File: src/shared/ivm_regs.vh
/*
 Register offsets, field positions, reset values and fixed vector figures
 for the interrupt vector map block. Assumes APB byte addressing with one
 aligned 32-bit word per register.
*/
`ifndef IVM_REGS_VH
`define IVM_REGS_VH

`define IVM_NUM_CH 32
`define IVM_NUM_CORE_EXC 16
`define IVM_NUM_LINES 28
`define IVM_PRIO_W 2

// Register byte offsets
`define IVM_OFF_CH_EN 12'h000
`define IVM_OFF_CH_PEND 12'h004
`define IVM_OFF_PRIO_LO 12'h008
`define IVM_OFF_PRIO_HI 12'h00C
`define IVM_OFF_SVC_PRIO 12'h010
`define IVM_OFF_LINE_MASK 12'h014
`define IVM_OFF_LINE_MODE 12'h018
`define IVM_OFF_LINE_PEND 12'h01C
`define IVM_OFF_VECTOR 12'h020
`define IVM_OFF_STATUS 12'h024

// Reset values
`define IVM_RST_CH_EN 32'h0000_0000
`define IVM_RST_PRIO 32'h0000_0000
`define IVM_RST_SVC_PRIO 2'h0
`define IVM_RST_LINES 28'h000_0000

// Status register fields
`define IVM_STAT_VALID 0
`define IVM_STAT_SVC 1

// Vector figures
`define IVM_VEC_BASE 32'h0000_0040
`define IVM_VEC_SVC 32'h0000_002C

// Merged channel numbers
`define IVM_CH_LINE0_1 5
`define IVM_CH_LINE2_3 6
`define IVM_CH_LINE4_15 7
`define IVM_CH_DMA2_3 10
`define IVM_CH_DMA4_5 11
`define IVM_CH_ADC_CMP 12
`define IVM_CH_TIMER_ONE 13
`define IVM_CH_TIMER_SIX 17

`endif

File: src/core/ivm_prio_arb.v
/*
 Priority arbiter: picks the pending request with the lowest priority value,
 lowest index on a tie. Purely combinational; the caller registers results.
*/
`timescale 1ns/1ps
`default_nettype none

module ivm_prio_arb #(
	parameter N = 32,
	parameter IW = 5,
	parameter PW = 2
) (
	input wire [N-1:0] req,
	input wire [N*PW-1:0] prio,
	output reg found,
	output reg [IW-1:0] idx,
	output reg [PW-1:0] level
);

	integer i;

	always @*
	begin
		found = 1'b0;
		idx = {IW{1'b0}};
		level = {PW{1'b1}};
		// Strictly lower value wins, so earlier index keeps ties
		for (i = 0; i < N; i = i + 1)
		begin
			if (req[i] && (!found || prio[i*PW +: PW] < level))
			begin
				found = 1'b1;
				idx = i[IW-1:0];
				level = prio[i*PW +: PW];
			end
		end
	end

endmodule

`default_nettype wire

File: src/core/ivm_top.v
/*
 Interrupt vector map: merges peripheral requests and external lines 0 to 15
 onto 32 maskable channels, arbitrates by 2-bit priority with the supervisor
 call, and presents one vectored request to the processor core. Holds the
 external line unit front end: masking, mode, pending bits, event pulses.
 Assumes all inputs are synchronous to pclk and registers reached by APB.
*/
// Our own choices: the register addresses and register access over APB.
`timescale 1ns/1ps
`default_nettype none
`include "ivm_regs.vh"

module ivm_top #(
	parameter NUM_CH = `IVM_NUM_CH,
	parameter NUM_LINES = `IVM_NUM_LINES,
	parameter [NUM_LINES-1:0] INTERNAL_LINES = 28'hFFC_0000
) (
	input wire pclk,
	input wire presetn,
	input wire clk_en,
	input wire psel,
	input wire penable,
	input wire pwrite,
	input wire [31:0] paddr,
	input wire [31:0] pwdata,
	output reg [31:0] prdata_q,
	output reg pready_q,
	output reg pslverr_q,
	input wire [NUM_CH-1:0] periph_irq,
	input wire [NUM_LINES-1:0] line_in,
	input wire stop_mode,
	input wire dma_ch2_irq,
	input wire dma_ch3_irq,
	input wire dma_ch4_irq,
	input wire dma_ch5_irq,
	input wire adc_irq,
	input wire cmp_irq,
	input wire timer_break_irq,
	input wire timer_overflow_irq,
	input wire timer_trigger_irq,
	input wire timer_phase_switch_irq,
	input wire basic_timer_six_irq,
	input wire dac_underrun_irq,
	input wire svc_req,
	input wire irq_ack,
	output reg irq_valid_q,
	output reg irq_is_svc_q,
	output reg [31:0] irq_vector_q,
	output reg [`IVM_PRIO_W-1:0] irq_prio_q,
	output reg [4:0] irq_channel_q,
	output reg [NUM_LINES-1:0] event_pulse_q
);

	reg [NUM_CH-1:0] ch_en_q;
	reg [31:0] prio_lo_q;
	reg [31:0] prio_hi_q;
	reg [`IVM_PRIO_W-1:0] svc_prio_q;
	reg [NUM_LINES-1:0] line_mask_q;
	reg [NUM_LINES-1:0] line_mode_q;
	reg [NUM_LINES-1:0] line_pend_q;
	reg [NUM_LINES-1:0] line_pend_d;
	reg [NUM_LINES-1:0] line_prev_q;
	reg svc_pend_q;
	reg svc_pend_d;
	reg [NUM_CH-1:0] ch_raw;
	reg [31:0] rdata_d;
	reg addr_ok;

	wire [NUM_CH-1:0] ch_pend;
	wire [NUM_LINES-1:0] line_live;
	wire [NUM_LINES-1:0] line_rise;
	wire apb_setup_done;
	wire apb_commit;
	wire wr_commit;
	wire arb_found;
	wire [4:0] arb_idx;
	wire [`IVM_PRIO_W-1:0] arb_level;
	wire svc_wins;
	wire [11:0] offs;

	assign offs = paddr[11:0];
	// First access cycle: read data captured, ready raised for the next edge
	assign apb_setup_done = psel & penable & ~pready_q;
	// Transfer completes on the edge where ready is seen high
	assign apb_commit = psel & penable & pready_q;
	assign wr_commit = apb_commit & pwrite & addr_ok;

	// Internal lines are held off unless the system sits in stop mode
	assign line_live = line_mask_q & ~(INTERNAL_LINES & {NUM_LINES{~stop_mode}});
	assign line_rise = line_in & ~line_prev_q & line_live;

	// Interrupt-mode lines latch pending; writing one clears it, a new edge wins
	always @*
	begin
		line_pend_d = line_pend_q;
		if (wr_commit && offs == `IVM_OFF_LINE_PEND)
		begin
			line_pend_d = line_pend_q & ~pwdata[NUM_LINES-1:0];
		end
		line_pend_d = line_pend_d | (line_rise & ~line_mode_q);
	end

	// Source merging onto the shared channels
	always @*
	begin
		ch_raw = periph_irq;
		ch_raw[`IVM_CH_LINE0_1] = |line_pend_q[1:0];
		ch_raw[`IVM_CH_LINE2_3] = |line_pend_q[3:2];
		ch_raw[`IVM_CH_LINE4_15] = |line_pend_q[15:4];
		ch_raw[`IVM_CH_DMA2_3] = dma_ch2_irq | dma_ch3_irq;
		ch_raw[`IVM_CH_DMA4_5] = dma_ch4_irq | dma_ch5_irq;
		ch_raw[`IVM_CH_ADC_CMP] = adc_irq | cmp_irq;
		ch_raw[`IVM_CH_TIMER_ONE] = timer_break_irq | timer_overflow_irq |
			timer_trigger_irq | timer_phase_switch_irq;
		ch_raw[`IVM_CH_TIMER_SIX] = basic_timer_six_irq | dac_underrun_irq;
	end

	assign ch_pend = ch_raw & ch_en_q;

	ivm_prio_arb #(
		.N(NUM_CH),
		.IW(5),
		.PW(`IVM_PRIO_W)
	) u_arb (
		.req(ch_pend),
		.prio({prio_hi_q, prio_lo_q}),
		.found(arb_found),
		.idx(arb_idx),
		.level(arb_level)
	);

	// Supervisor call takes ties, being a core exception below the channels
	assign svc_wins = svc_pend_q & (~arb_found | (svc_prio_q <= arb_level));

	// New call wins over an acknowledge in the same cycle
	always @*
	begin
		svc_pend_d = svc_pend_q;
		if (irq_ack && irq_valid_q && irq_is_svc_q)
		begin
			svc_pend_d = 1'b0;
		end
		if (svc_req)
		begin
			svc_pend_d = 1'b1;
		end
	end

	// Register decode and read mux
	always @*
	begin
		addr_ok = 1'b1;
		rdata_d = 32'h0000_0000;
		case (offs)
			`IVM_OFF_CH_EN:
			begin
				rdata_d = ch_en_q;
			end
			`IVM_OFF_CH_PEND:
			begin
				rdata_d = ch_pend;
			end
			`IVM_OFF_PRIO_LO:
			begin
				rdata_d = prio_lo_q;
			end
			`IVM_OFF_PRIO_HI:
			begin
				rdata_d = prio_hi_q;
			end
			`IVM_OFF_SVC_PRIO:
			begin
				rdata_d = {30'h0000_0000, svc_prio_q};
			end
			`IVM_OFF_LINE_MASK:
			begin
				rdata_d = {4'h0, line_mask_q};
			end
			`IVM_OFF_LINE_MODE:
			begin
				rdata_d = {4'h0, line_mode_q};
			end
			`IVM_OFF_LINE_PEND:
			begin
				rdata_d = {4'h0, line_pend_q};
			end
			`IVM_OFF_VECTOR:
			begin
				rdata_d = irq_vector_q;
			end
			`IVM_OFF_STATUS:
			begin
				rdata_d = {30'h0000_0000, svc_pend_q, irq_valid_q};
			end
			default:
			begin
				addr_ok = 1'b0;
			end
		endcase
	end

	// APB slave handshake
	always @(posedge pclk or negedge presetn)
	begin
		if (!presetn)
		begin
			pready_q <= 1'b0;
			pslverr_q <= 1'b0;
			prdata_q <= 32'h0000_0000;
		end
		else if (clk_en)
		begin
			pready_q <= apb_setup_done;
			pslverr_q <= apb_setup_done & ~addr_ok;
			if (apb_setup_done && !pwrite)
			begin
				prdata_q <= rdata_d;
			end
			else if (apb_commit)
			begin
				prdata_q <= 32'h0000_0000;
			end
		end
	end

	// Software-written control registers
	always @(posedge pclk or negedge presetn)
	begin
		if (!presetn)
		begin
			ch_en_q <= `IVM_RST_CH_EN;
			prio_lo_q <= `IVM_RST_PRIO;
			prio_hi_q <= `IVM_RST_PRIO;
			svc_prio_q <= `IVM_RST_SVC_PRIO;
			line_mask_q <= `IVM_RST_LINES;
			line_mode_q <= `IVM_RST_LINES;
		end
		else if (clk_en && wr_commit)
		begin
			case (offs)
				`IVM_OFF_CH_EN:
				begin
					ch_en_q <= pwdata[NUM_CH-1:0];
				end
				`IVM_OFF_PRIO_LO:
				begin
					prio_lo_q <= pwdata;
				end
				`IVM_OFF_PRIO_HI:
				begin
					prio_hi_q <= pwdata;
				end
				`IVM_OFF_SVC_PRIO:
				begin
					svc_prio_q <= pwdata[`IVM_PRIO_W-1:0];
				end
				`IVM_OFF_LINE_MASK:
				begin
					line_mask_q <= pwdata[NUM_LINES-1:0];
				end
				`IVM_OFF_LINE_MODE:
				begin
					line_mode_q <= pwdata[NUM_LINES-1:0];
				end
				default:
				begin
					ch_en_q <= ch_en_q;
				end
			endcase
		end
	end

	// Line unit state, event pulses and supervisor call pending
	always @(posedge pclk or negedge presetn)
	begin
		if (!presetn)
		begin
			line_prev_q <= `IVM_RST_LINES;
			line_pend_q <= `IVM_RST_LINES;
			event_pulse_q <= `IVM_RST_LINES;
			svc_pend_q <= 1'b0;
		end
		else if (clk_en)
		begin
			line_prev_q <= line_in;
			line_pend_q <= line_pend_d;
			event_pulse_q <= line_rise & line_mode_q;
			svc_pend_q <= svc_pend_d;
		end
	end

	// Winning request toward the processor core
	always @(posedge pclk or negedge presetn)
	begin
		if (!presetn)
		begin
			irq_valid_q <= 1'b0;
			irq_is_svc_q <= 1'b0;
			irq_vector_q <= 32'h0000_0000;
			irq_prio_q <= {`IVM_PRIO_W{1'b0}};
			irq_channel_q <= 5'h00;
		end
		else if (clk_en)
		begin
			irq_valid_q <= arb_found | svc_wins;
			irq_is_svc_q <= svc_wins;
			if (svc_wins)
			begin
				irq_vector_q <= `IVM_VEC_SVC;
				irq_prio_q <= svc_prio_q;
				irq_channel_q <= 5'h00;
			end
			else if (arb_found)
			begin
				irq_vector_q <= `IVM_VEC_BASE + {25'h000_0000, arb_idx, 2'b00};
				irq_prio_q <= arb_level;
				irq_channel_q <= arb_idx;
			end
			else
			begin
				irq_vector_q <= 32'h0000_0000;
				irq_prio_q <= {`IVM_PRIO_W{1'b0}};
				irq_channel_q <= 5'h00;
			end
		end
	end

endmodule

`default_nettype wire

File: config.mk
export PLATFORM = sky130hd
export DESIGN_NAME = ivm_top
export DESIGN_NICKNAME = d
export VERILOG_FILES = /design/src/core/ivm_prio_arb.v /design/src/core/ivm_top.v
export VERILOG_INCLUDE_DIRS = /design/src /design/src/shared
export SDC_FILE = /design/constraint.sdc
export NUM_CORES = 1
export LEC_CHECK = 0
export BUFFER_PORTS_ARGS = -buffer_cell sky130_fd_sc_hd__buf_2
export CORE_MARGIN = 2
export CORE_UTILIZATION = 35
export DETAILED_ROUTE_END_ITERATION = 8
export PLACE_DENSITY = 0.6
export SLEW_MARGIN = 10
export SYNTH_ARGS = -nofsm -noshare
export SYNTH_HDL_FRONTEND = slang
export SYNTH_HIERARCHICAL = 1
export SYNTH_SLANG_ARGS = --single-unit
File: constraint.sdc
create_clock -name pclk -period 7.74 [get_ports pclk]
set_input_delay 1.548 -clock pclk [delete_from_list [all_inputs] [get_ports pclk]]
set_output_delay 1.548 -clock pclk [all_outputs]
set_load 0.02 [all_outputs]
==> impl_metrics.env <==
export IMPL_grt_pass1_vias=15200
export IMPL_rsz0062_at_grt="yes"
export IMPL_fin_skew_ns=0.0330
export IMPL_yosys_register_bits=286
export IMPL_yosysSeqAreaShare_pct=42.5
export IMPL_clkPwrFrac_pct=47.8
export IMPL_port_buffers=193
export IMPL_multi_input_area_um2=9060
export IMPL_final_nets=2209
export IMPL_power_density_nw_per_um2=164
export IMPL_clock_sinks=286
export IMPL_ant_nets=0
export IMPL_max_slew_margin_pct=21.9
export IMPL_rrSetupSlack_ns=-0.30
export IMPL_clock_latency_ns=0.60
export IMPL_clock_path_buffers=3
export IMPL_htreeDepth=1
export IMPL_min_period_ns=8.18
export IMPL_ff_latch_area_um2=7160
export IMPL_worst_setup_path_start_kind="input port"
export IMPL_violations="negative setup slack"
export IMPL_grt_pass1_wl_um=91600
export IMPL_track_usage_pct=23.8
export IMPL_synth_area_um2=16800
export IMPL_hold_slack_ns=0.448
export IMPL_synth_cell_types=91
export IMPL_drive_above_1_share_pct=27.3
export IMPL_synthAdderAreaFrac_pct=1.49
export IMPL_status="finished with violations"
export IMPL_drt_wl_total_um=60400
export IMPL_n_fill_cell=4597
export IMPL_synth_simple_gate_area_share_pct=14.5
export IMPL_die_h_um=223
export IMPL_ir_worst_vdd_v=0.000177
export IMPL_syn_inst=1741
export IMPL_ctsHoldBuffers=0
export IMPL_p_int_uw=2590
export IMPL_period_share_pct=106
export IMPL_synth_warnings=6
export IMPL_clk_pin_slew_ns=0.07
export IMPL_cp_slowest_cell="a2111oi_4"
export IMPL_worst_setup_path_startpoint="periph_irq[1]"
export IMPL_cp_data_required_time_ns=8.24
export IMPL_finalSetupViolCount=12
export IMPL_syn_area_per_cell_um2=9.67
export IMPL_area_growth_syn_to_layout_pct=24.6
export IMPL_r2r_end="irq_prio_q[1]$_DFFE_PN0P_"
export IMPL_grt_max_degree=154
export IMPL_dr_pass1_iters=6
export IMPL_dieArea_um2=49900
export IMPL_core_area_um2=47600
export IMPL_drt_iter0_drc=1420
export IMPL_power_frac_seq_pct=44.7
export IMPL_crit_path_end_kind="flip-flop"
export IMPL_rows=80
export IMPL_tightest_slew_ns=1.16
export IMPL_wl_per_cell_um=22.4
export IMPL_drv_slew=0
export IMPL_comb_power_share_pct=7.5
export IMPL_synth_top_family_by_area="compound AO/OA/AOI/OAI gates"
export IMPL_timing_final_ws_setup_ns=-0.439
export IMPL_cpMostUsedCell="o21ai_2"
export IMPL_cts_inserted_buffers=31
export IMPL_final_cell_count_no_fill=2702
export IMPL_hold_viol=0
export IMPL_synthXorXnorAreaFrac_pct=0
export IMPL_holdCritStartpoint="line_mode_q[25]$_DFFE_PN0P_"
export IMPL_antenna_found_initial=3
export IMPL_cp_arrival_ns=8.68
export IMPL_dpl_worst_slack_ns=-1.24
export IMPL_maxCapViolCount=0
export IMPL_vias=15400
export IMPL_synth_edff_count=0
export IMPL_synthMuxAreaShare_pct=15.5
export IMPL_min_path_type="reg2reg"
export IMPL_place_gp_congestion=0.925
export IMPL_cpPeakStageDelay_ns=0.36
export IMPL_vias_per_cell=5.68
export IMPL_dp_hpwl_um=45000
export IMPL_endpoint="irq_prio_q[1]$_DFFE_PN0P_"
export IMPL_cts_tree="built"
export IMPL_synth_async_reset_ratio_pct=100
export IMPL_synth_compound_area_share_pct=19.4
export IMPL_grt_ovfl_total=0
export IMPL_drc_errors=0
export IMPL_netSwitchingFraction_pct=24.7
export IMPL_critPathKind="in2reg"
export IMPL_rr_worst_depth=37
export IMPL_leakagePower_uw=0.0101
export IMPL_ios=248
export IMPL_ys_flop_type="dfrtp_1"
export IMPL_start_util_pct=35.3
export IMPL_cts_root_buffer="clkbuf_16"
export IMPL_reg2reg_from="line_pend_q[4]$_DFFE_PN0P_"
export IMPL_place_inst=2626
export IMPL_power_switching_uw=849
export IMPL_max_freq_ghz=0.122
export IMPL_die_w_um=223
export IMPL_cp_max_fo=6
## per-layer routing
metal / vias to the layer above / track usage [%] / part of all wire, %
li1: 6971 / - / -
met1: 7709 / 33.6 / 45
met2: 580 / 38.9 / 46
met3: 97 / 2.36 / 5.9
met4: 0 / 6.77 / 2.7
met5: - / 0 / 0
## sequential cells by signal, indices dropped and copies added, names as in the netlist
| name | cells |
|---|---|
| svc_pend_q | 1 |
| line_pend_q | 28 |
| prio_lo_q | 32 |
| prdata_q | 32 |
| event_pulse_q | 28 |
| line_prev_q | 28 |
| prio_hi_q | 32 |
| irq_channel_q | 4 |
| irq_vector_q | 5 |
| irq_valid_q | 1 |
| irq_prio_q | 2 |
| ch_en_q | 32 |
| svc_prio_q | 2 |
| line_mode_q | 28 |
| pready_q | 1 |
| pslverr_q | 1 |
| line_mask_q | 28 |
| irq_is_svc_q | 1 |
## how the worst min path moves through the flow
stage,to,slack (ns),cells past startpoint
5_1_grt,line_pend_q[26]$_DFFE_PN0P_,0.46,1
6_report,line_pend_q[25]$_DFFE_PN0P_,0.45,1
4_1_cts,line_pend_q[26]$_DFFE_PN0P_,0.45,1
2_1_floorplan,line_pend_q[12]$_DFFE_PN0P_,0.42,1
3_3_place_gp,line_pend_q[6]$_DFFE_PN0P_,0.43,1
3_5_place_dp,line_pend_q[26]$_DFFE_PN0P_,0.44,1
## kinds of logic (layout without fill, tap and decap cells)
| group | count (synthesis) | after routing |
|---|---|---|
| AND/OR/NAND/NOR | 458 | 459 |
| multiplexers | 220 | 220 |
| buffers and inverters | 254 | 572 |
| AO/OA/AOI/OAI | 498 | 498 |
| other | 1 | 28 |
| adder cells (fa/ha/maj) | 24 | 24 |
| flip-flops | 286 | 286 |
## worst max-delay path, delay by kind of cell
| kind | cells | cell delay, ns |
|---|---|---|
| compound gates | 19 | 3.98 |
| mux | 2 | 0.52 |
| buf+inv | 5 | 0.64 |
| simple gates | 9 | 1.47 |
| fa+ha+maj | 2 | 0.50 |
## layout make-up
type	count	share of cell area, %
Multi-Input combinational cell	1227	43.2
Sequential cell	286	34.1
Timing Repair Buffer	363	10.9
Clock buffer	42	4.14
Tap cell	615	3.67
Inverter	151	2.70
Clock inverter	16	1.23
Antenna cell	2	0.0239
## power by group through the flow
stage / Combinational, µW / Sequential [µW] / Clock, µW
4_1_cts: 256 / 1540 / 1670
3_5_place_dp: 251 / 1560 / 0
5_1_grt: 279 / 1540 / 1720
2_1_floorplan: 121 / 1560 / 0
3_3_place_gp: 248 / 1560 / 0
6_report: 259 / 1540 / 1650
## metrics by stage
step	cell area [µm²]	utilization, %	setup TNS (ns)	total power, µW
finish	21000	44.0	-4.60	3440
global route	21000	44.0	-8.29	3540
CTS	20700	43.5	-2.89	3460
detailed placement	19400	40.8	-14.41	1820
global placement	19400	40.8	-11.33	1810
floorplan	17000	-	-2.58	1690
## timing repair
item / in CTS / in global routing
setup endpoints to repair: 12 / 12
buffers inserted: 8 / 7
resized for setup: 25 / 27
pin swaps: 22 / 19
gates cloned: 1 / 0
endpoints found under the hold margin: 0 / 0
## placed cells by master, fill, tap and decap left out, types with 25 or more instances in the layout
master / count
mux2_4: 30
buf_4: 170
o22ai_1: 47
conb_1: 26
nand2_1: 128
clkbuf_16: 31
nand4b_1: 29
mux2_2: 33
nor2_1: 67
mux2_1: 94
o21ai_1: 93
a21oi_1: 49
dfrtp_1: 286
buf_2: 189
nand2b_1: 25
nor3_1: 25
nand3_1: 26
and2_1: 32
o21ai_0: 105
inv_1: 150
mux2i_1: 54
## synthesized netlist by cell type, types with 6 or more instances
cell type | instances | area share [%]
mux2_4 | 30 | 2.7
mux2_2 | 33 | 2.2
clkbuf_1 | 54 | 1.2
o21ai_0 | 112 | 3.3
o21bai_1 | 9 | 0.40
a31oi_1 | 19 | 0.71
o21ai_1 | 90 | 2.7
mux2_1 | 94 | 6.3
a21boi_0 | 8 | 0.36
or2_2 | 6 | 0.22
nor2b_1 | 17 | 0.63
and2_1 | 36 | 1.3
buf_1 | 6 | 0.13
inv_1 | 150 | 3.3
o21a_1 | 18 | 0.80
a21oi_1 | 50 | 1.5
and3_1 | 9 | 0.33
nor4_1 | 9 | 0.33
nand4b_1 | 29 | 1.5
buf_2 | 9 | 0.27
nand3_1 | 32 | 0.95
a222oi_1 | 15 | 0.89
buf_4 | 30 | 1.3
a22oi_1 | 21 | 0.94
or3_1 | 14 | 0.52
o211ai_1 | 11 | 0.49
o31ai_1 | 12 | 0.54
nand2_1 | 132 | 2.9
nand2b_1 | 29 | 1.1
mux4_2 | 8 | 1.1
nand4_1 | 15 | 0.56
nor2_1 | 71 | 1.6
a32oi_1 | 12 | 0.62
a22o_1 | 6 | 0.31
nor3_1 | 27 | 0.80
o22ai_1 | 48 | 1.8
dfrtp_1 | 286 | 43
mux2i_1 | 55 | 3.3
maj3_1 | 20 | 1.2
a21o_1 | 7 | 0.31
a32o_1 | 6 | 0.36
(Power assumes the default switching activity.)
